<file path="src/design/fcs_pkg.sv">
// Package for the flash command, status and protection block.
// Assumes an AHB-Lite master with 32-bit single word transfers.
package fcs_pkg;
    // Printed offsets are not all multiples of four: kept as indices
    localparam logic [3:0] IDX_CLKDIV = 4'h0;
    localparam logic [3:0] IDX_CONFIG = 4'h3;
    localparam logic [3:0] IDX_PROT = 4'h4;
    localparam logic [3:0] IDX_STATUS = 4'h5;
    localparam logic [3:0] IDX_CMD = 4'h6;
    localparam logic [3:0] IDX_TEST = 4'h7;
    localparam logic [3:0] IDX_ADDR = 4'h8;
    localparam logic [3:0] IDX_DATA = 4'ha;
    localparam logic [3:0] IDX_MODE = 4'hb;
    localparam int ADDR_LSB = 2;
    // Status bit positions
    localparam int ST_BE = 7;
    localparam int ST_CC = 6;
    localparam int ST_PV = 5;
    localparam int ST_AE = 4;
    localparam int ST_BLANK = 2;
    localparam int ST_FAIL = 1;
    localparam int ST_DONE = 0;
    // Config bit positions
    localparam int CF_BEIE = 7;
    localparam int CF_COMPLETE_IRQ_ENABLE = 6;
    // Protection bit positions
    localparam int PR_OPEN = 7;
    localparam int PR_HDIS = 5;
    localparam int PR_LDIS = 2;
    localparam logic [7:0] CMD_MASK = 8'h65;
    localparam logic [7:0] PROT_RESET = 8'hff;
    localparam logic [15:0] FLASH_BASE = 16'h4000;
    localparam logic [15:0] SECTOR_MASK = 16'hfc00;
    typedef enum logic [7:0] {
        FCS_CMD_VERIFY = 8'h05,
        FCS_CMD_PROG = 8'h20,
        FCS_CMD_SECT = 8'h40,
        FCS_CMD_MASS = 8'h41
    } fcs_cmd_t;
    typedef struct packed {
        logic [7:0] cmd;
        logic [15:0] addr;
        logic [15:0] data;
    } fcs_job_t;
endpackage : fcs_pkg

</file>
<file path="src/design/fcs_flash_ctrl.sv">
// Flash command controller: status, command, address, protection registers.
// Assumes one AHB-Lite master; the array algorithm engine sits outside.
// Summary of operation
// Protection may only grow, never shrink
// Disallowed scenario write is discarded entirely
// Fixed table of allowed scenario transitions
// Protection read returns active scenario
// Normal mode status bit access classes
// Special mode: fail writable, done read-only
// Buffer empty cleared only by writing one
// Zero to buffer empty mid-sequence aborts
// Interrupt on enabled buffer-empty or complete
// Complete clears on launch, sets when idle
// Protection violation sets, clears on one
// Access error on sequence, command, stop
// Blank set by verify, cleared on launch
// Special mode fail set by failed verify
// Done reads zero while operation active
// Command bits 6,5,2,0 only are writable
// Accepted codes 05, 20, 40, 41
// Other codes raise access error instead
// Factory test register reads zero
// Address register visible in special modes
// Sector erase ignores low ten address bits
// Software launches in three strict steps
// Buffer empty returns; second command waits
// No divider write means access error
// Scenario from open and disable bits
module fcs_flash_ctrl (
    input wire logic clk_in,
    input wire logic reset_n_in,
    input wire logic hsel_in,
    input wire logic [31:0] haddr_in,
    input wire logic [1:0] htrans_in,
    input wire logic hwrite_in,
    input wire logic [2:0] hsize_in,
    input wire logic [31:0] hwdata_in,
    input wire logic hready_in,
    output logic [31:0] hrdata_out,
    output logic hreadyout_out,
    output logic hresp_out,
    input wire logic special_mode_in,
    input wire logic stop_exec_in,
    input wire logic array_done_in,
    input wire logic array_blank_in,
    input wire logic array_prot_hit_in,
    output logic array_start_out,
    output fcs_pkg::fcs_job_t array_job_out,
    output logic irq_out
);
    import fcs_pkg::*;
    logic sp_meta_q;
    logic sp_q;
    logic stop_meta_q;
    logic stop_q;
    logic wr_pend_q;
    logic [3:0] wr_idx_q;
    logic rd_valid_d;
    logic [31:0] rdata_q;
    logic [3:0] a_idx;
    logic a_take;
    logic wr_now;
    logic [7:0] wb;
    logic [7:0] prot_q;
    logic prot_ok;
    logic [7:0] cfg_q;
    logic [7:0] div_q;
    logic div_loaded_q;
    logic be_q;
    logic cc_q;
    logic pv_q;
    logic ae_q;
    logic blank_q;
    logic fail_q;
    logic [7:0] cmd_q;
    logic [15:0] addr_q;
    logic [15:0] data_q;
    logic busy;
    logic buf_full;
    logic start;
    fcs_job_t active;
    fcs_job_t new_job;
    logic is_status_wr;
    logic launch;
    logic abort;
    logic seq_err;
    logic bad_cmd;
    logic no_div;
    logic blocked;
    logic set_ae;
    logic verify_end;
    logic [7:0] status_rd;
    logic [7:0] rd_byte;

    // Sequence steps; a data write or a zero to buffer empty mid-sequence aborts it
    typedef enum logic [1:0] {
        SEQ_IDLE = 2'h0,
        SEQ_ADDR = 2'h1,
        SEQ_CMD = 2'h2
    } fcs_seq_t;
    fcs_seq_t seq_q;

    // Mode and stop come from outside this clock domain
    always_ff @(posedge clk_in) begin
        if (!reset_n_in) begin
            sp_meta_q <= 1'b0;
            sp_q <= 1'b0;
            stop_meta_q <= 1'b0;
            stop_q <= 1'b0;
        end else begin
            sp_meta_q <= special_mode_in;
            sp_q <= sp_meta_q;
            stop_meta_q <= stop_exec_in;
            stop_q <= stop_meta_q;
        end
    end

    // Bus slave: zero wait states, always OKAY
    assign a_take = hsel_in && hready_in && htrans_in[1];
    assign a_idx = haddr_in[ADDR_LSB +: 4];
    always_ff @(posedge clk_in) begin
        if (!reset_n_in) begin
            wr_pend_q <= 1'b0;
            wr_idx_q <= '0;
        end else begin
            wr_pend_q <= a_take && hwrite_in;
            wr_idx_q <= a_idx;
        end
    end
    assign wr_now = wr_pend_q;
    assign wb = hwdata_in[7:0];
    assign hreadyout_out = 1'b1;
    assign hresp_out = 1'b0;
    assign rd_valid_d = a_take && !hwrite_in;
    assign is_status_wr = wr_now && wr_idx_q == IDX_STATUS;

    // Flash data space modelled as data register, write is step one
    assign seq_err = wr_now && seq_q != SEQ_IDLE && wr_idx_q == IDX_DATA;
    assign launch = is_status_wr && wb[ST_BE] && be_q && seq_q == SEQ_CMD;
    assign abort = is_status_wr && !wb[ST_BE] && seq_q != SEQ_IDLE;
    assign bad_cmd = cmd_q != FCS_CMD_VERIFY && cmd_q != FCS_CMD_PROG
        && cmd_q != FCS_CMD_SECT && cmd_q != FCS_CMD_MASS;
    assign no_div = !div_loaded_q;
    assign blocked = pv_q || ae_q || (sp_q && fail_q);
    assign set_ae = abort || seq_err || (stop_q && busy)
        || (launch && (bad_cmd || no_div));
    assign new_job.cmd = cmd_q;
    assign new_job.addr = (cmd_q == FCS_CMD_SECT) ? (addr_q & SECTOR_MASK) : addr_q;
    assign new_job.data = data_q;

    // Command write sequence tracking
    always_ff @(posedge clk_in) begin
        if (!reset_n_in) begin
            seq_q <= SEQ_IDLE;
            cmd_q <= '0;
            addr_q <= '0;
            data_q <= '0;
        end else if (abort || launch || seq_err) begin
            seq_q <= SEQ_IDLE;
        end else if (wr_now && wr_idx_q == IDX_DATA && be_q && !blocked) begin
            seq_q <= SEQ_ADDR;
            data_q <= hwdata_in[15:0];
            addr_q <= hwdata_in[31:16];
        end else if (wr_now && wr_idx_q == IDX_CMD && seq_q == SEQ_ADDR) begin
            seq_q <= SEQ_CMD;
            cmd_q <= wb & CMD_MASK;
        end else if (wr_now && wr_idx_q == IDX_ADDR && sp_q) begin
            addr_q <= hwdata_in[15:0];
        end
    end

    logic go;
    assign go = launch && !bad_cmd && !no_div && !blocked;

    fcs_job_engine u_engine (
        .clk_in(clk_in),
        .reset_n_in(reset_n_in),
        .launch_in(go),
        .job_in(new_job),
        .array_done_in(array_done_in),
        .busy_out(busy),
        .buf_full_out(buf_full),
        .start_out(start),
        .active_out(active)
    );
    assign array_start_out = start;
    assign array_job_out = active;
    assign verify_end = array_done_in && active.cmd == FCS_CMD_VERIFY;

    // Buffer empty and complete flags
    always_ff @(posedge clk_in) begin
        if (!reset_n_in) begin
            be_q <= 1'b1;
            cc_q <= 1'b1;
        end else begin
            if (go) begin
                be_q <= 1'b0;
            end else if (!be_q && !buf_full) begin
                be_q <= 1'b1;
            end
            if (go) begin
                cc_q <= 1'b0;
            end else if (!busy && be_q) begin
                cc_q <= 1'b1;
            end
        end
    end

    // Error flags: hardware set wins over a software clear
    always_ff @(posedge clk_in) begin
        if (!reset_n_in) begin
            pv_q <= 1'b0;
            ae_q <= 1'b0;
            fail_q <= 1'b0;
            blank_q <= 1'b0;
        end else begin
            if (array_prot_hit_in && start) begin
                pv_q <= 1'b1;
            end else if (is_status_wr && wb[ST_PV]) begin
                pv_q <= 1'b0;
            end
            if (set_ae) begin
                ae_q <= 1'b1;
            end else if (is_status_wr && wb[ST_AE]) begin
                ae_q <= 1'b0;
            end
            if (sp_q && verify_end && !array_blank_in) begin
                fail_q <= 1'b1;
            end else if (is_status_wr && wb[ST_FAIL] && sp_q) begin
                fail_q <= 1'b0;
            end
            if (verify_end && array_blank_in) begin
                blank_q <= 1'b1;
            end else if (go) begin
                blank_q <= 1'b0;
            end
        end
    end

    // Protection, config and divider registers
    fcs_prot_filter u_filter (
        .cur_in(prot_q),
        .req_in(wb),
        .allow_out(prot_ok)
    );
    always_ff @(posedge clk_in) begin
        if (!reset_n_in) begin
            prot_q <= PROT_RESET;
        end else if (wr_now && wr_idx_q == IDX_PROT && prot_ok) begin
            prot_q <= wb;
        end
    end
    always_ff @(posedge clk_in) begin
        if (!reset_n_in) begin
            cfg_q <= '0;
            div_q <= '0;
            div_loaded_q <= 1'b0;
        end else if (wr_now && wr_idx_q == IDX_CONFIG) begin
            cfg_q <= wb;
        end else if (wr_now && wr_idx_q == IDX_CLKDIV) begin
            div_q <= wb;
            div_loaded_q <= 1'b1;
        end
    end

    assign irq_out = (be_q && cfg_q[CF_BEIE]) || (cc_q && cfg_q[CF_COMPLETE_IRQ_ENABLE]);

    // Read mux
    always_comb begin
        status_rd = '0;
        status_rd[ST_BE] = be_q;
        status_rd[ST_CC] = cc_q;
        status_rd[ST_PV] = pv_q;
        status_rd[ST_AE] = ae_q;
        status_rd[ST_BLANK] = blank_q;
        status_rd[ST_FAIL] = sp_q && fail_q;
        status_rd[ST_DONE] = sp_q && !busy;
        case (a_idx)
            IDX_CLKDIV: rd_byte = {div_loaded_q, div_q[6:0]};
            IDX_CONFIG: rd_byte = cfg_q;
            IDX_PROT: rd_byte = prot_q;
            IDX_STATUS: rd_byte = status_rd;
            IDX_CMD: rd_byte = (seq_q == SEQ_CMD) ? cmd_q : 8'h00;
            IDX_TEST: rd_byte = 8'h00;
            IDX_MODE: rd_byte = {7'h00, sp_q};
            default: rd_byte = 8'h00;
        endcase
    end
    always_ff @(posedge clk_in) begin
        if (!reset_n_in) begin
            rdata_q <= '0;
        end else if (rd_valid_d) begin
            if (a_idx == IDX_ADDR) begin
                rdata_q <= sp_q ? {16'h0000, addr_q} : 32'h0000_0000;
            end else begin
                rdata_q <= {24'h00_0000, rd_byte};
            end
        end
    end
    assign hrdata_out = rdata_q;

    AST_PROT_FILTER: assert property (@(posedge clk_in) disable iff (!reset_n_in)
        (wr_now && wr_idx_q == IDX_PROT && !prot_ok) |=> $stable(prot_q))
        else $error("protection changed on a refused write");
    AST_BE_ZERO: assert property (@(posedge clk_in) disable iff (!reset_n_in)
        (is_status_wr && !wb[ST_BE] && be_q) |=> be_q)
        else $error("buffer empty cleared by a zero");
    AST_ABORT_AE: assert property (@(posedge clk_in) disable iff (!reset_n_in)
        abort |=> ae_q)
        else $error("abort did not raise access error");
    // Watches the output equation, not the flags behind the request
    AST_IRQ: assert property (@(posedge clk_in) disable iff (!reset_n_in)
        (go && !cfg_q[CF_BEIE]) |=> !irq_out)
        else $error("interrupt still requested after launch");
    AST_LAUNCH_CC: assert property (@(posedge clk_in) disable iff (!reset_n_in)
        go |=> !cc_q ##1 !cc_q)
        else $error("complete flag not cleared on launch");
    AST_CC_BUSY: assert property (@(posedge clk_in) disable iff (!reset_n_in)
        busy |-> !cc_q)
        else $error("complete flag set while a command is pending");
    AST_BAD_CMD: assert property (@(posedge clk_in) disable iff (!reset_n_in)
        (launch && bad_cmd) |=> ae_q && !$rose(busy))
        else $error("illegal command not refused");
    AST_NO_DIV: assert property (@(posedge clk_in) disable iff (!reset_n_in)
        (launch && no_div) |=> ae_q)
        else $error("launch without divider accepted");
    AST_BLOCKED: assert property (@(posedge clk_in) disable iff (!reset_n_in)
        (pv_q || ae_q) |=> !$rose(buf_full))
        else $error("launch while error flag set");
    AST_TEST_ZERO: assert property (@(posedge clk_in) disable iff (!reset_n_in)
        (rd_valid_d && a_idx == IDX_TEST) |=> rdata_q == 32'h0000_0000)
        else $error("factory test register not zero");
    AST_SECT_ADDR: assert property (@(posedge clk_in) disable iff (!reset_n_in)
        (start && active.cmd == FCS_CMD_SECT) |-> (active.addr & ~SECTOR_MASK) == 16'h0000)
        else $error("sector erase address not masked");
    COV_LAUNCH: cover property (@(posedge clk_in) disable iff (!reset_n_in) go);
    COV_BUFFERED: cover property (@(posedge clk_in) disable iff (!reset_n_in)
        go && busy);
    COV_PROT_REFUSED: cover property (@(posedge clk_in) disable iff (!reset_n_in)
        wr_now && wr_idx_q == IDX_PROT && !prot_ok);
    COV_ABORT: cover property (@(posedge clk_in) disable iff (!reset_n_in) abort);
    COV_VERIFY_FAIL: cover property (@(posedge clk_in) disable iff (!reset_n_in)
        sp_q && verify_end && !array_blank_in);
endmodule : fcs_flash_ctrl

</file>
<file path="src/design/fcs_prot_filter.sv">
// Protection scenario filter: decides whether a protection write may land.
// Assumes the caller supplies the current and requested register values.
module fcs_prot_filter (
    input wire logic [7:0] cur_in,
    input wire logic [7:0] req_in,
    output logic allow_out
);
    import fcs_pkg::*;
    logic [2:0] cur_s;
    logic [2:0] req_s;
    logic [7:0] ok_row;
    // Scenario 7 unprotected, 3 fully locked
    function automatic logic [2:0] scen(input logic [7:0] p);
        scen = {p[PR_OPEN], p[PR_HDIS], p[PR_LDIS]};
    endfunction : scen
    always_comb begin
        cur_s = scen(cur_in);
        req_s = scen(req_in);
        case (cur_s)
            3'h0: ok_row = 8'h0f;
            3'h1: ok_row = 8'h0a;
            3'h2: ok_row = 8'h0c;
            3'h3: ok_row = 8'h08;
            3'h4: ok_row = 8'h18;
            3'h5: ok_row = 8'h3c;
            3'h6: ok_row = 8'h5a;
            3'h7: ok_row = 8'hff;
            default: ok_row = 8'h00;
        endcase
        allow_out = ok_row[req_s];
    end
endmodule : fcs_prot_filter

</file>
<file path="src/design/fcs_job_engine.sv">
// Two-stage command pipe: a buffered job waits for the active one.
// Assumes an outside array engine signals done for each started job.
module fcs_job_engine (
    input wire logic clk_in,
    input wire logic reset_n_in,
    input wire logic launch_in,
    input wire fcs_pkg::fcs_job_t job_in,
    input wire logic array_done_in,
    output logic busy_out,
    output logic buf_full_out,
    output logic start_out,
    output fcs_pkg::fcs_job_t active_out
);
    import fcs_pkg::*;
    logic act_q;
    logic buf_q;
    fcs_job_t buf_job_q;
    fcs_job_t act_job_q;
    logic start_q;
    logic take_buf;
    assign take_buf = buf_q && (!act_q || array_done_in);
    always_ff @(posedge clk_in) begin
        if (!reset_n_in) begin
            act_q <= 1'b0;
            start_q <= 1'b0;
            act_job_q <= '0;
        end else begin
            start_q <= take_buf;
            if (take_buf) begin
                act_q <= 1'b1;
                act_job_q <= buf_job_q;
            end else if (array_done_in) begin
                act_q <= 1'b0;
            end
        end
    end
    always_ff @(posedge clk_in) begin
        if (!reset_n_in) begin
            buf_q <= 1'b0;
            buf_job_q <= '0;
        end else if (launch_in) begin
            buf_q <= 1'b1;
            buf_job_q <= job_in;
        end else if (take_buf) begin
            buf_q <= 1'b0;
        end
    end
    assign busy_out = act_q || buf_q;
    assign buf_full_out = buf_q;
    assign start_out = start_q;
    assign active_out = act_job_q;
endmodule : fcs_job_engine

</file>
<file path="config.mk">
export PLATFORM = sky130hd
export DESIGN_NAME = fcs_flash_ctrl
export DESIGN_NICKNAME = d
export VERILOG_FILES = /design/src/design/fcs_pkg.sv /design/src/design/fcs_flash_ctrl.sv /design/src/design/fcs_prot_filter.sv /design/src/design/fcs_job_engine.sv
export SDC_FILE = /design/constraint.sdc
export NUM_CORES = 1
export LEC_CHECK = 0
export BUFFER_PORTS_ARGS = -buffer_cell sky130_fd_sc_hd__clkbuf_2
export CELL_PAD_IN_SITES_DETAIL_PLACEMENT = 1
export CELL_PAD_IN_SITES_GLOBAL_PLACEMENT = 1
export CORE_MARGIN = 2
export CORE_UTILIZATION = 36
export DETAILED_ROUTE_END_ITERATION = 7
export MAX_ROUTING_LAYER = met4
export PLACE_DENSITY = 0.85
export SLEW_MARGIN = 30
export SYNTH_ARGS = -nofsm -noshare
export SYNTH_HDL_FRONTEND = slang
export SYNTH_SLANG_ARGS = --single-unit
</file>
<file path="constraint.sdc">
create_clock -name clk_in -period 1.7 [get_ports clk_in]
set_input_delay 0.17 -clock clk_in [delete_from_list [all_inputs] [get_ports clk_in]]
set_output_delay 0.17 -clock clk_in [all_outputs]
set_load 0.05 [all_outputs]
</file>
==> results of run 1 <==
## through the flow
step | std cells | hold WS (ps) | utilization [%]
finish | 1215 | 46.1 | 47.7
global route | 1215 | 73.5 | 47.7
CTS | 1213 | 24.2 | 47.1
detailed placement | 1162 | 386 | 42.1
global placement | 1162 | 382 | 42.1
floorplan | 812 | 293 | -
## power by group through the flow
stage	Combinational [mW]	Sequential (mW)	Clock, mW
6_report	0.505	4.12	4.03
3_3_place_gp	0.452	4.22	0
2_1_floorplan	0.304	4.23	0
4_1_cts	0.492	4.12	4.06
3_5_place_dp	0.455	4.22	0
5_1_grt	0.536	4.12	4.23
## final cells by class
type | instances | share of cell area [%]
Clock inverter | 14 | 1.83
Timing Repair Buffer | 178 | 14.1
Tap cell | 265 | 3.60
Multi-Input combinational cell | 555 | 37.2
Inverter | 10 | 0.434
Clock buffer | 18 | 4.76
Sequential cell | 175 | 38.1
## Yosys cell counts (3+ instances only)
library cell	n	area [sq um]
a211oi_1	18	135
and2_1	8	50.1
mux2_2	3	33.8
buf_4	23	173
o21ai_0	11	55.1
buf_2	11	55.1
or3b_1	6	52.6
inv_1	9	33.8
nand3_1	9	45.0
a21oi_1	81	405
mux2i_1	76	761
nor3_1	7	35.0
a22o_1	5	43.8
nand2b_1	7	43.8
a221o_1	3	30.0
nand2_1	131	492
nor2_1	96	360
buf_1	4	15.0
a22oi_1	19	143
and3_1	4	25.0
or3b_2	6	52.6
clkbuf_1	34	128
dfxtp_1	175	3500
nor2b_1	4	25.0
## layer usage
metal	vias up	track usage (%)
met5	-	-
met4	0	8.67
met3	45	4.50
met2	156	38.5
met1	3142	28.5
li1	2971	-
## sequential cells by signal, summed over array words and instances, names as in the netlist, 2 cells and up
register,count
div_q,7
u_filter.ok_row,7
hrdata_out,16
data_q,16
seq_q,2
wr_idx_q,4
cfg_q,8
u_engine.buf_job_q,36
prot_q,8
cmd_q,4
u_engine.active_out,36
addr_q,16
## worst paths after layout
path,start,endpoint,slack (ps),depth (start not counted)
max,pv_q$_SDFFE_PN0P_,u_engine.buf_job_q[27]$_SDFFE_PN0P_,-240,7
max reg2reg,pv_q$_SDFFE_PN0P_,u_engine.buf_job_q[27]$_SDFFE_PN0P_,-240,7
min,hready_in,wr_now$_SDFF_PN0_,50,3
min reg2reg,stop_meta_q$_SDFF_PN0_,stop_q$_SDFF_PN0_,440,1
## worst max-delay path: stages, from the launching register on
cell and delay [ps]:
dfxtp_2 340, a211o_1 300, nor4_4 300, o2111ai_4 220, buf_12 200, buf_4 180
mux2i_2 200, nor2_1 70
## what timing repair did
action                                  CTS  global route
endpoints found under the hold margin    12             0
endpoints found under the setup margin   88            92
cloned                                    2             0
buffers inserted                          5             3
pin swaps                                14            19
resized for setup                        33            27
hold buffers                             12             0
## kinds of logic after synthesis
kind of cell	Yosys count	synth area share, %
and+or+nand+nor	295	18.8
DFF	175	49.8
AOI/OAI and AO/OA	157	13.9
buffers and inverters	82	5.80
muxes	79	11.3
other	2	0.107
adders and majority gates	1	0.142
xor gates and xnor gates	1	0.125
==> summary.md, run 1 <==
| Metric | Value |
|---|---|
| Outcome | `finished with violations` |
| Failing checks | `setup timing` |
| Top FF cell, synth | `dfxtp_1` |
| # rows | `51` |
| Clk_lat worst skew | `440 ps` |
| Library cells used by synthesis | `57` |
| Unrepaired setup endpoints after global routing | `yes` |
| Max cap viols | `0` |
| Number of vias in the routed layout | `6314` |
| Max Root-Sink Buffers | `2` |
| #FFs+latches synth | `175` |
| Initial DRC Count | `388` |
| Die ar. | `20700 sq um` |
| Post-route ant nets | `0` |
| Metal3 WL | `~860 um` |
| Setup CP Type | `reg -> reg` |
| Top sig layer | `met4` |
| Finished layout cell area | `9220 sq um` |
| DR pass1 iterations | `4` |
| ANT cells | `0` |
| CP Capture Type | `register` |
| Final period util | `114%` |
| Worst-margin pin slew | `between 700 and 800 ps` |
| CTS tree | `yes` |
| Met1 WL | `10200 um` |
| H-tree depth | `4` |
| Initial antenna violation count | `0` |
| Maximum fanout along the worst path | `9` |
| Clk sinks | `between 150 and 200` |
| Starting Density | `36.4%` |
| Fin Setup TNS | `-12450 ps` |
| Die Height | `144 um` |
| Final Hold Vio Count | `0` |
| Area of the multi-input gates | `3430 sq um` |
| Clk root buf | `clkbuf_16` |
| Worst Setup Start Kind | `register` |
| Largest net degree at the start of global routing | `approximately 80` |
| CP required | `2020 ps` |
| Overall Power | `8.66 mW` |
| Worst min path class | `in -> reg` |
| Final setup viols | `85` |
| HPWL after DPL | `15300 um` |
| Sw Pwr | `2.25 mW` |
| Leakage | `3.82 nW` |
| Synth warn | `0` |
| Layout area overhead | `31.1%` |
| Routed length on met2 | `11800 um` |
| Crit path time final | `about 1900 ps` |
| First-pass GRT wire length | `36000 um` |
| Max IR drop VDD | `0.000593 V` |
| Switching Fraction | `26.0%` |
| Worst Slack Setup Final | `-243 ps` |
| Post-synth EDFFs | `0` |
| Vias per inst | `5.20` |
| Slew headroom | `46.4%` |
| FFs w/ async S/R, synth | `0%` |
| Clock Skews | `about 14 ps` |
| Nets | `1016` |
| P_int | `6.41 mW` |
| Mapped Cells | `792` |
| GRT Overall Usage | `23.4%` |
| Comb power frac | `5.8%` |
| PortBufs | `100` |
| Post-route DRC | `0` |
| Clock power share | `46.5%` |
| Mapped Area | `7030 sq um` |
| Synth Area per Inst | `8.88 sq um` |
| Filler Cells Inserted | `~2200` |
| Routability cong. | `0.901` |
| CP Data Arrival Time | `between 2000 and 2500 ps` |
| Avg WL per Cell | `19.4 um` |
| Commonest non-fill, non-tap cell in the layout | `dfxtp_1` |
| Vias in the first global route | `6524` |
| Fmax | `515 MHz` |
| Cell Pwr Density | `939 nW/um^2` |
| Part of the power in registers | `47.6%` |
| # IOs | `155` |
| GRT Residual Overflow | `0` |
| Register Area | `between 3000 and 4000 sq um` |
| Drt total wl | `23500 um` |
| Most frequent cells in the layout | `170 x dfxtp_1, 131 x nand2_1, 100 x clkbuf_2` |
| DP Area | `8150 sq um` |
| Register area share after synthesis | `49.8%` |
| Dpl ws | `-269 ps` |
| CTS buffer count | `17` |
| Clk slew on worst S/H paths | `70 ps` |
| Final Max Slew Viols | `0` |
| Fraction of layout cells with a size suffix above 1 | `27.2%` |
| Die Width | `roughly 140 um` |
| Core outline area | `19300 sq um` |
Note: power is estimated with default switching activity, not from simulation.
==> run 2: changes to the inputs <==
- SETUP_SLACK_MARGIN: not set -> 0.4
==> summary.md, run 2 (same netlist as run 1, synthesis figures left out) <==
| Metric | Value |
|---|---|
| Outcome | `finished with violations` |
| Failing checks | `hold timing, setup timing` |
| Starting Density | `36.4% (unchanged)` |
| Core outline area | `19300 sq um (unchanged)` |
| Unrepaired setup endpoints after global routing | `yes` |
| Finished layout cell area | `10400 sq um (+13%)` |
| Drt total wl | `35100 um (+49%)` |
| Final Max Slew Viols | `0 (unchanged)` |
| Avg WL per Cell | `28.1 um (+45%)` |
| DP Area | `8260 sq um (+1.4%)` |
| Fmax | `446 MHz (-13%)` |
| Initial DRC Count | `703 (+81%)` |
| Clock Skews | `19.5 ps (+5.91 ps)` |
| Max cap viols | `0 (unchanged)` |
| Clk root buf | `clkbuf_16` |
| Worst Setup Start Kind | `register` |
| DR pass1 iterations | `7 (+3)` |
| Worst reg2reg path depth | `10 (+3)` |
| Routability cong. | `0.908 (+0.71%)` |
| Vias in the first global route | `7296 (+12%)` |
| WHS Path Cells | `3 (unchanged)` |
| Cell Pwr Density | `852 nW/um^2 (-9.3%)` |
| Initial antenna violation count | `1 (+1)` |
| Post-route ant nets | `0 (unchanged)` |
| Die ar. | `20700 sq um (unchanged)` |
| Leakage | `4.32 nW (+13%)` |
| Max IR drop VDD | `0.000612 V (+3.2%)` |
| Worst Slack Setup Final | `-544 ps (-301 ps)` |
| GRT Residual Overflow | `0 (unchanged)` |
| Worst Min Path Start | `hwdata_in[13]` |
| Hold Worst Slack | `-4.26 ps (-50.4 ps)` |
| Worst-margin pin slew | `681 ps (-117 ps)` |
| Final period util | `132% (+18 points)` |
| Most frequent cells in the layout | `160 x dfxtp_1, 114 x nand2_1, 84 x clkbuf_2` |
| Crit path time final | `2240 ps (+301 ps)` |
| CP required | `2050 ps (+30 ps)` |
| First-pass GRT wire length | `43600 um (+21%)` |
| CP Data Arrival Time | `2590 ps (+330 ps)` |
| CTS buffer count | `17 (unchanged)` |
| Layout area overhead | `48.4%` |
| Worst min path class | `in -> reg` |
| Number of vias in the routed layout | `7400 (+17%)` |
| Clk_lat worst skew | `470 ps (+30 ps)` |
| Final setup viols | `92 (+8.2%)` |
| Worst Setup SP | `fail_q$_SDFFE_PN0P_` |
| PortBufs | `100 (unchanged)` |
| Final core occ | `54.0% (+6.3 points)` |
| Fraction of layout cells with a size suffix above 1 | `42.3% (+15 points)` |
| Commonest non-fill, non-tap cell in the layout | `dfxtp_1` |
| Largest net degree at the start of global routing | `38 (-53%)` |
| # rows | `51 (unchanged)` |
| Post-route DRC | `0 (unchanged)` |
| Die Width | `144 um (unchanged)` |
| Nets | `1051 (+3.4%)` |
| Maximum fanout along the worst path | `8 (-1)` |
| Setup CP Type | `reg -> reg` |
| CP Capture Type | `register` |
| Max Root-Sink Buffers | `2 (unchanged)` |
| Clk sinks | `175 (unchanged)` |
| # IOs | `155 (unchanged)` |
| Slew headroom | `54.3% (+8.0 points)` |
| HPWL after DPL | `15300 um (-0.23%)` |
| CTS tree | `yes` |
| Clk slew on worst S/H paths | `80 ps (about the same)` |
| GRT Overall Usage | `29.1% (+5.7 points)` |
| Vias per inst | `5.92 (+14%)` |
| H-tree depth | `4 (unchanged)` |
| Die Height | `144 um (unchanged)` |
| FF-to-FF Start | `fail_q$_SDFFE_PN0P_` |
| Final Hold Vio Count | `1 (+1)` |
## run 2: cell types whose count changed in the layout (fill, tap and decap cells not counted), sizes merged, moves of 3 or more
cell / change
dlygate4sd3: -6
clkinvlp: +3
clkinv: -4
clkbuf: -8
buf: +48
## run 2: cell type report
cell class | count | area, sq um
inverters | 10 | 40.0
repair buffers | 211 | 1800
diodes | 1 | 2.50
fillers | 2102 | 8900
well taps | 265 | 332
multi-input cells | 557 | 4160
clock inverters | 13 | 151
clock buffers | 18 | 429
flip-flops and latches | 175 | 3520
## run 2: worst paths after layout
kind                              to  slack, ps
max           addr_q[6]$_SDFFE_PN0P_       -540
max reg2reg   addr_q[6]$_SDFFE_PN0P_       -540
min          data_q[13]$_SDFFE_PN0P_         -4
min reg2reg        stop_q$_SDFF_PN0_        450
## run 2: stage by stage
| stage | setup WS (ps) | TNS, ps | total power, mW | hold WS, ps | std cells |
|---|---|---|---|---|---|
| 3_3_place_gp | -154 | -5080 | 4.69 | 382 | 1170 |
| 5_1_grt | -521 | -30840 | 9.06 | 9.81 | 1250 |
| 4_1_cts | -219 | -5890 | 8.64 | 2.84 | 1226 |
| 2_1_floorplan | 9.33 | 0 | 4.53 | 293 | 812 |
| 6_report | -544 | -27830 | 8.89 | -4.26 | 1250 |
| 3_5_place_dp | -249 | -8410 | 4.70 | 383 | 1170 |
## run 2: critical path, cell delays in order, from the launching register on
cell      delay, ps
dfxtp_2         330
buf_4           130
buf_6           110
a211oi_4        260
buf_4           160
nand4_1         210
a21oi_4         280
buf_6           140
buf_12          150
nor2_4           40
a211oi_2        310
## run 2: routing by layer
layer	up-vias	routed length, um	GRT usage [%]
met4	0	2650	17.6
met2	482	16500	46.7
met1	3658	13300	34.2
li1	3046	-	-
met5	-	0	-
met3	214	2640	5.00
## run 2: power breakdown
| group | internal [mW] | leakage (nW) | switching [mW] |
|---|---|---|---|
| Clock | 2.19 | 0.276 | 1.95 |
| Sequential | 4.11 | 1.42 | 0.0161 |
| Combinational | 0.182 | 2.63 | 0.447 |
## run 2: timing repair
item                                    CTS  global route
cloned                                    6             3
endpoints found under the setup margin  129           146
hold buffers                              6             0
buffers inserted                         13            20
gates resized for setup                 170           125
hold endpoints to repair                  6             0
pin swaps                                78            37
==> run 3: changes to the inputs <==
- ABC_AREA: not set -> 1
- CORE_UTILIZATION: 36 -> 35
- PLACE_DENSITY: 0.85 -> 0.86
==> summary.md, run 3 <==
| Metric | Value |
|---|---|
| Outcome | `finished with violations` |
| Failing checks | `hold timing, setup timing` |
| Core outline area | `20100 sq um (+4.0%)` |
| Clk slew on worst S/H paths | `70 ps (about the same)` |
| Vias per inst | `5.38 (-9.1%)` |
| Final core occ | `49.0% (-5.0 points)` |
| Clock Skews | `15.6 ps (-3.93 ps)` |
| Commonest non-fill, non-tap cell in the layout | `nand2_1` |
| PortBufs | `100 (unchanged)` |
| Clk root buf | `clkbuf_16` |
| Top-area cell type share of the netlist area | `49.1% (-0.77 points)` |
| # IOs | `155 (unchanged)` |
| Mapped Area | `7140 sq um (+1.6%)` |
| Final Max Slew Viols | `0 (unchanged)` |
| Avg WL per Cell | `22.0 um (-21%)` |
| WHS Path Cells | `3 (unchanged)` |
| Filler Cells Inserted | `2399 (+14%)` |
| CP Capture Type | `register` |
| CP required | `2040 ps (about the same)` |
| Final cell count without fillers | `1435 (+15%)` |
| Unrepaired setup endpoints after global routing | `yes` |
| # rows | `52 (+2.0%)` |
| Max Root-Sink Buffers | `2 (unchanged)` |
| Largest net degree at the start of global routing | `76 (+100%)` |
| Final period util | `112% (-20 points)` |
| CTS buffer count | `17 (unchanged)` |
| #FFs+latches synth | `175 (unchanged)` |
| GRT Overall Usage | `23.2% (-5.9 points)` |
| H-tree depth | `4 (unchanged)` |
| Worst-margin pin slew | `493 ps (-188 ps)` |
| CTS tree | `yes` |
| Die ar. | `21600 sq um (+4.3%)` |
| Fmax | `526 MHz (+18%)` |
| Library cells used by synthesis | `34 (-40%)` |
| Cells along the critical path | `inv_4 > nand2_4 > nor3_4 > nand3_2 > inv_4 > nand3_4 > buf_16 > nor2_1 > nor2_1` |
| Slowest-stage cell, CP | `dfxtp_2` |
| Setup CP Type | `reg -> reg` |
| FFs w/ async S/R, synth | `0% (unchanged)` |
| Worst Slack Setup Final | `-202 ps (+342 ps)` |
| Routability cong. | `0.921 (+1.5%)` |
| Synth warn | `0 (unchanged)` |
| Worst reg2reg path depth | `9 (-1)` |
| Vias in the first global route | `7155 (-1.9%)` |
| Register area share after synthesis | `49.1% (-0.77 points)` |
| Top FF cell, synth | `dfxtp_1` |
| Post-synth EDFFs | `0 (unchanged)` |
| Max cap viols | `0 (unchanged)` |
| Most frequent cell after synthesis | `nand2_1` |
| Fraction of layout cells with a size suffix above 1 | `29.5% (-13 points)` |
| Clk sinks | `175 (unchanged)` |
| Commonest cells post-synth | `220 x nand2_1, 175 x dfxtp_1, 149 x nor2_1` |
| Nets | `1231 (+17%)` |
| Max IR drop VDD | `0.000650 V (+6.2%)` |
| Worst Setup SP | `wr_idx_q[0]$_SDFF_PN0_` |
| Placed Cells | `1346 (+15%)` |
| CP Depth | `9 (-1)` |
| Critical path's largest stage delay | `340 ps (about the same)` |
| Most frequent cells in the layout | `198 x nand2_1, 163 x dfxtp_1, 140 x nor2_1` |
| Synth Area per Inst | `7.21 sq um (-19%)` |
| Initial antenna violation count | `0 (-1)` |
| Starting Density | `35.5% (-0.84 points)` |
| First-pass GRT wire length | `38100 um (-12%)` |
| ANT cells | `0 (-1)` |
| Worst min path class | `in -> reg` |
| Buf/Inv on CP | `3 (-2)` |
| Drt total wl | `31600 um (-9.8%)` |
| Finished layout cell area | `9850 sq um (-5.6%)` |
| FF-to-FF Start | `wr_idx_q[0]$_SDFF_PN0_` |
| Maximum fanout along the worst path | `16 (+8)` |
| Number of vias in the routed layout | `7722 (+4.4%)` |
| Worst Setup Start Kind | `register` |
| Die Width | `147 um (+2.1%)` |
| Clk_lat worst skew | `450 ps (-20 ps)` |
| DP Area | `8010 sq um (-3.1%)` |
| Final setup viols | `59 (-36%)` |
| HPWL after DPL | `15300 um (+0.29%)` |
| DR pass1 iterations | `5 (-2)` |
| GRT Residual Overflow | `0 (unchanged)` |
| Post-route ant nets | `0 (unchanged)` |
| Hold Worst Slack | `-13.3 ps (-9.01 ps)` |
| Post-route DRC | `0 (unchanged)` |
| Crit path time final | `1900 ps (-342 ps)` |
| R2r endpoint | `data_q[15]$_SDFFE_PN0P_` |
| Slew headroom | `66.9% (+13 points)` |
| Cell Pwr Density | `870 nW/um^2 (+2.1%)` |
| Mapped Cells | `991 (+25%)` |
| Layout area overhead | `37.9%` |
| Dpl ws | `-4.87 ps (+244 ps)` |
| Die Height | `147 um (+2.1%)` |
| CP Data Arrival Time | `2250 ps (-340 ps)` |
| Ranking of synthesized cells by area | `dfxtp_1 49%, nand2_1 12%, nor2_1 7.8%, o21ai_0 6.6%, a21oi_1 6.0%` |
| Worst setup path end | `data_q[15]$_SDFFE_PN0P_` |
| Reg2reg setup slack | `-200 ps (+340 ps)` |
| Final Hold Vio Count | `1 (unchanged)` |
| CP top delay family | `simple AND/OR/NAND/NOR gates` |
| Leakage | `4.39 nW (+1.5%)` |
| Synth area leader | `dfxtp_1` |
| Initial DRC Count | `740 (+5.3%)` |
==> run 3: per-layer routing <==
metal  share of wire (%)  track usage (%)
met1                  39             27.3
met2                  50             39.6
met3                 5.1             3.79
met4                 5.5             9.56
met5                   0                -
==> run 3: power by group <==
part           total [mW]  switching (mW)  internal, mW
Clock                3.89            1.91          1.98
Combinational       0.553           0.416         0.138
Sequential           4.13          0.0177          4.11
Total                8.57            2.34          6.23
==> run 3: tightest hold or removal path, cell delays in order <==
cell and delay [ps]:
clkbuf_2 100, nor2_1 50, nor2_1 80
==> run 3: cells by family (layout without fill, tap and decap cells) <==
| group | Yosys count | in the layout | share of synthesized area, % |
|---|---|---|---|
| other cells | 2 | 22 | 0.105 |
| compound gates | 219 | 219 | 15.7 |
| simple gates | 423 | 423 | 24.4 |
| flops | 175 | 175 | 49.1 |
| buf+inv | 172 | 326 | 10.7 |
==> run 3: stage by stage <==
stage / TNS (ps) / power [mW]
final: -3300 / 8.57
after global routing: -6760 / 8.76
after CTS: 0 / 8.41
after detailed placement: -4.87 / 4.68
after global placement: 0 / 4.68
after floorplan: 0 / 4.55
==> run 3: what timing repair did <==
item                                    4_1_cts  5_1_grt
hold endpoints to repair                      8        0
setup buffers                                14       21
cloned                                        5        8
endpoints found under the setup margin      124      149
hold buffers                                  9        0
gates resized for setup                      37      166
pin swaps                                     9       34
==> run 3: cell type report <==
class	count	area (sq um)	share of cell area, %
clock buffers	19	453	4.60
repair inverters	1	11.3	0.114
clock inverters	13	101	1.03
well taps	270	338	3.43
flip-flops and latches	175	3530	35.9
repair buffers	184	1570	16.0
multi-input cells	664	3410	34.6
inverters	109	437	4.43
==> run 3: worst min-delay path by stage <==
stage	from	to	slack, ps
5_1_grt	hwdata_in[10]	data_q[10]$_SDFFE_PN0P_	30
3_5_place_dp	stop_exec_in	stop_meta_q$_SDFF_PN0_	360
2_1_floorplan	haddr_in[3]	wr_idx_q[1]$_SDFF_PN0_	270
6_report	hwdata_in[13]	data_q[13]$_SDFFE_PN0P_	-10
4_1_cts	haddr_in[4]	wr_idx_q[2]$_SDFF_PN0_	5
3_3_place_gp	stop_exec_in	stop_meta_q$_SDFF_PN0_	360
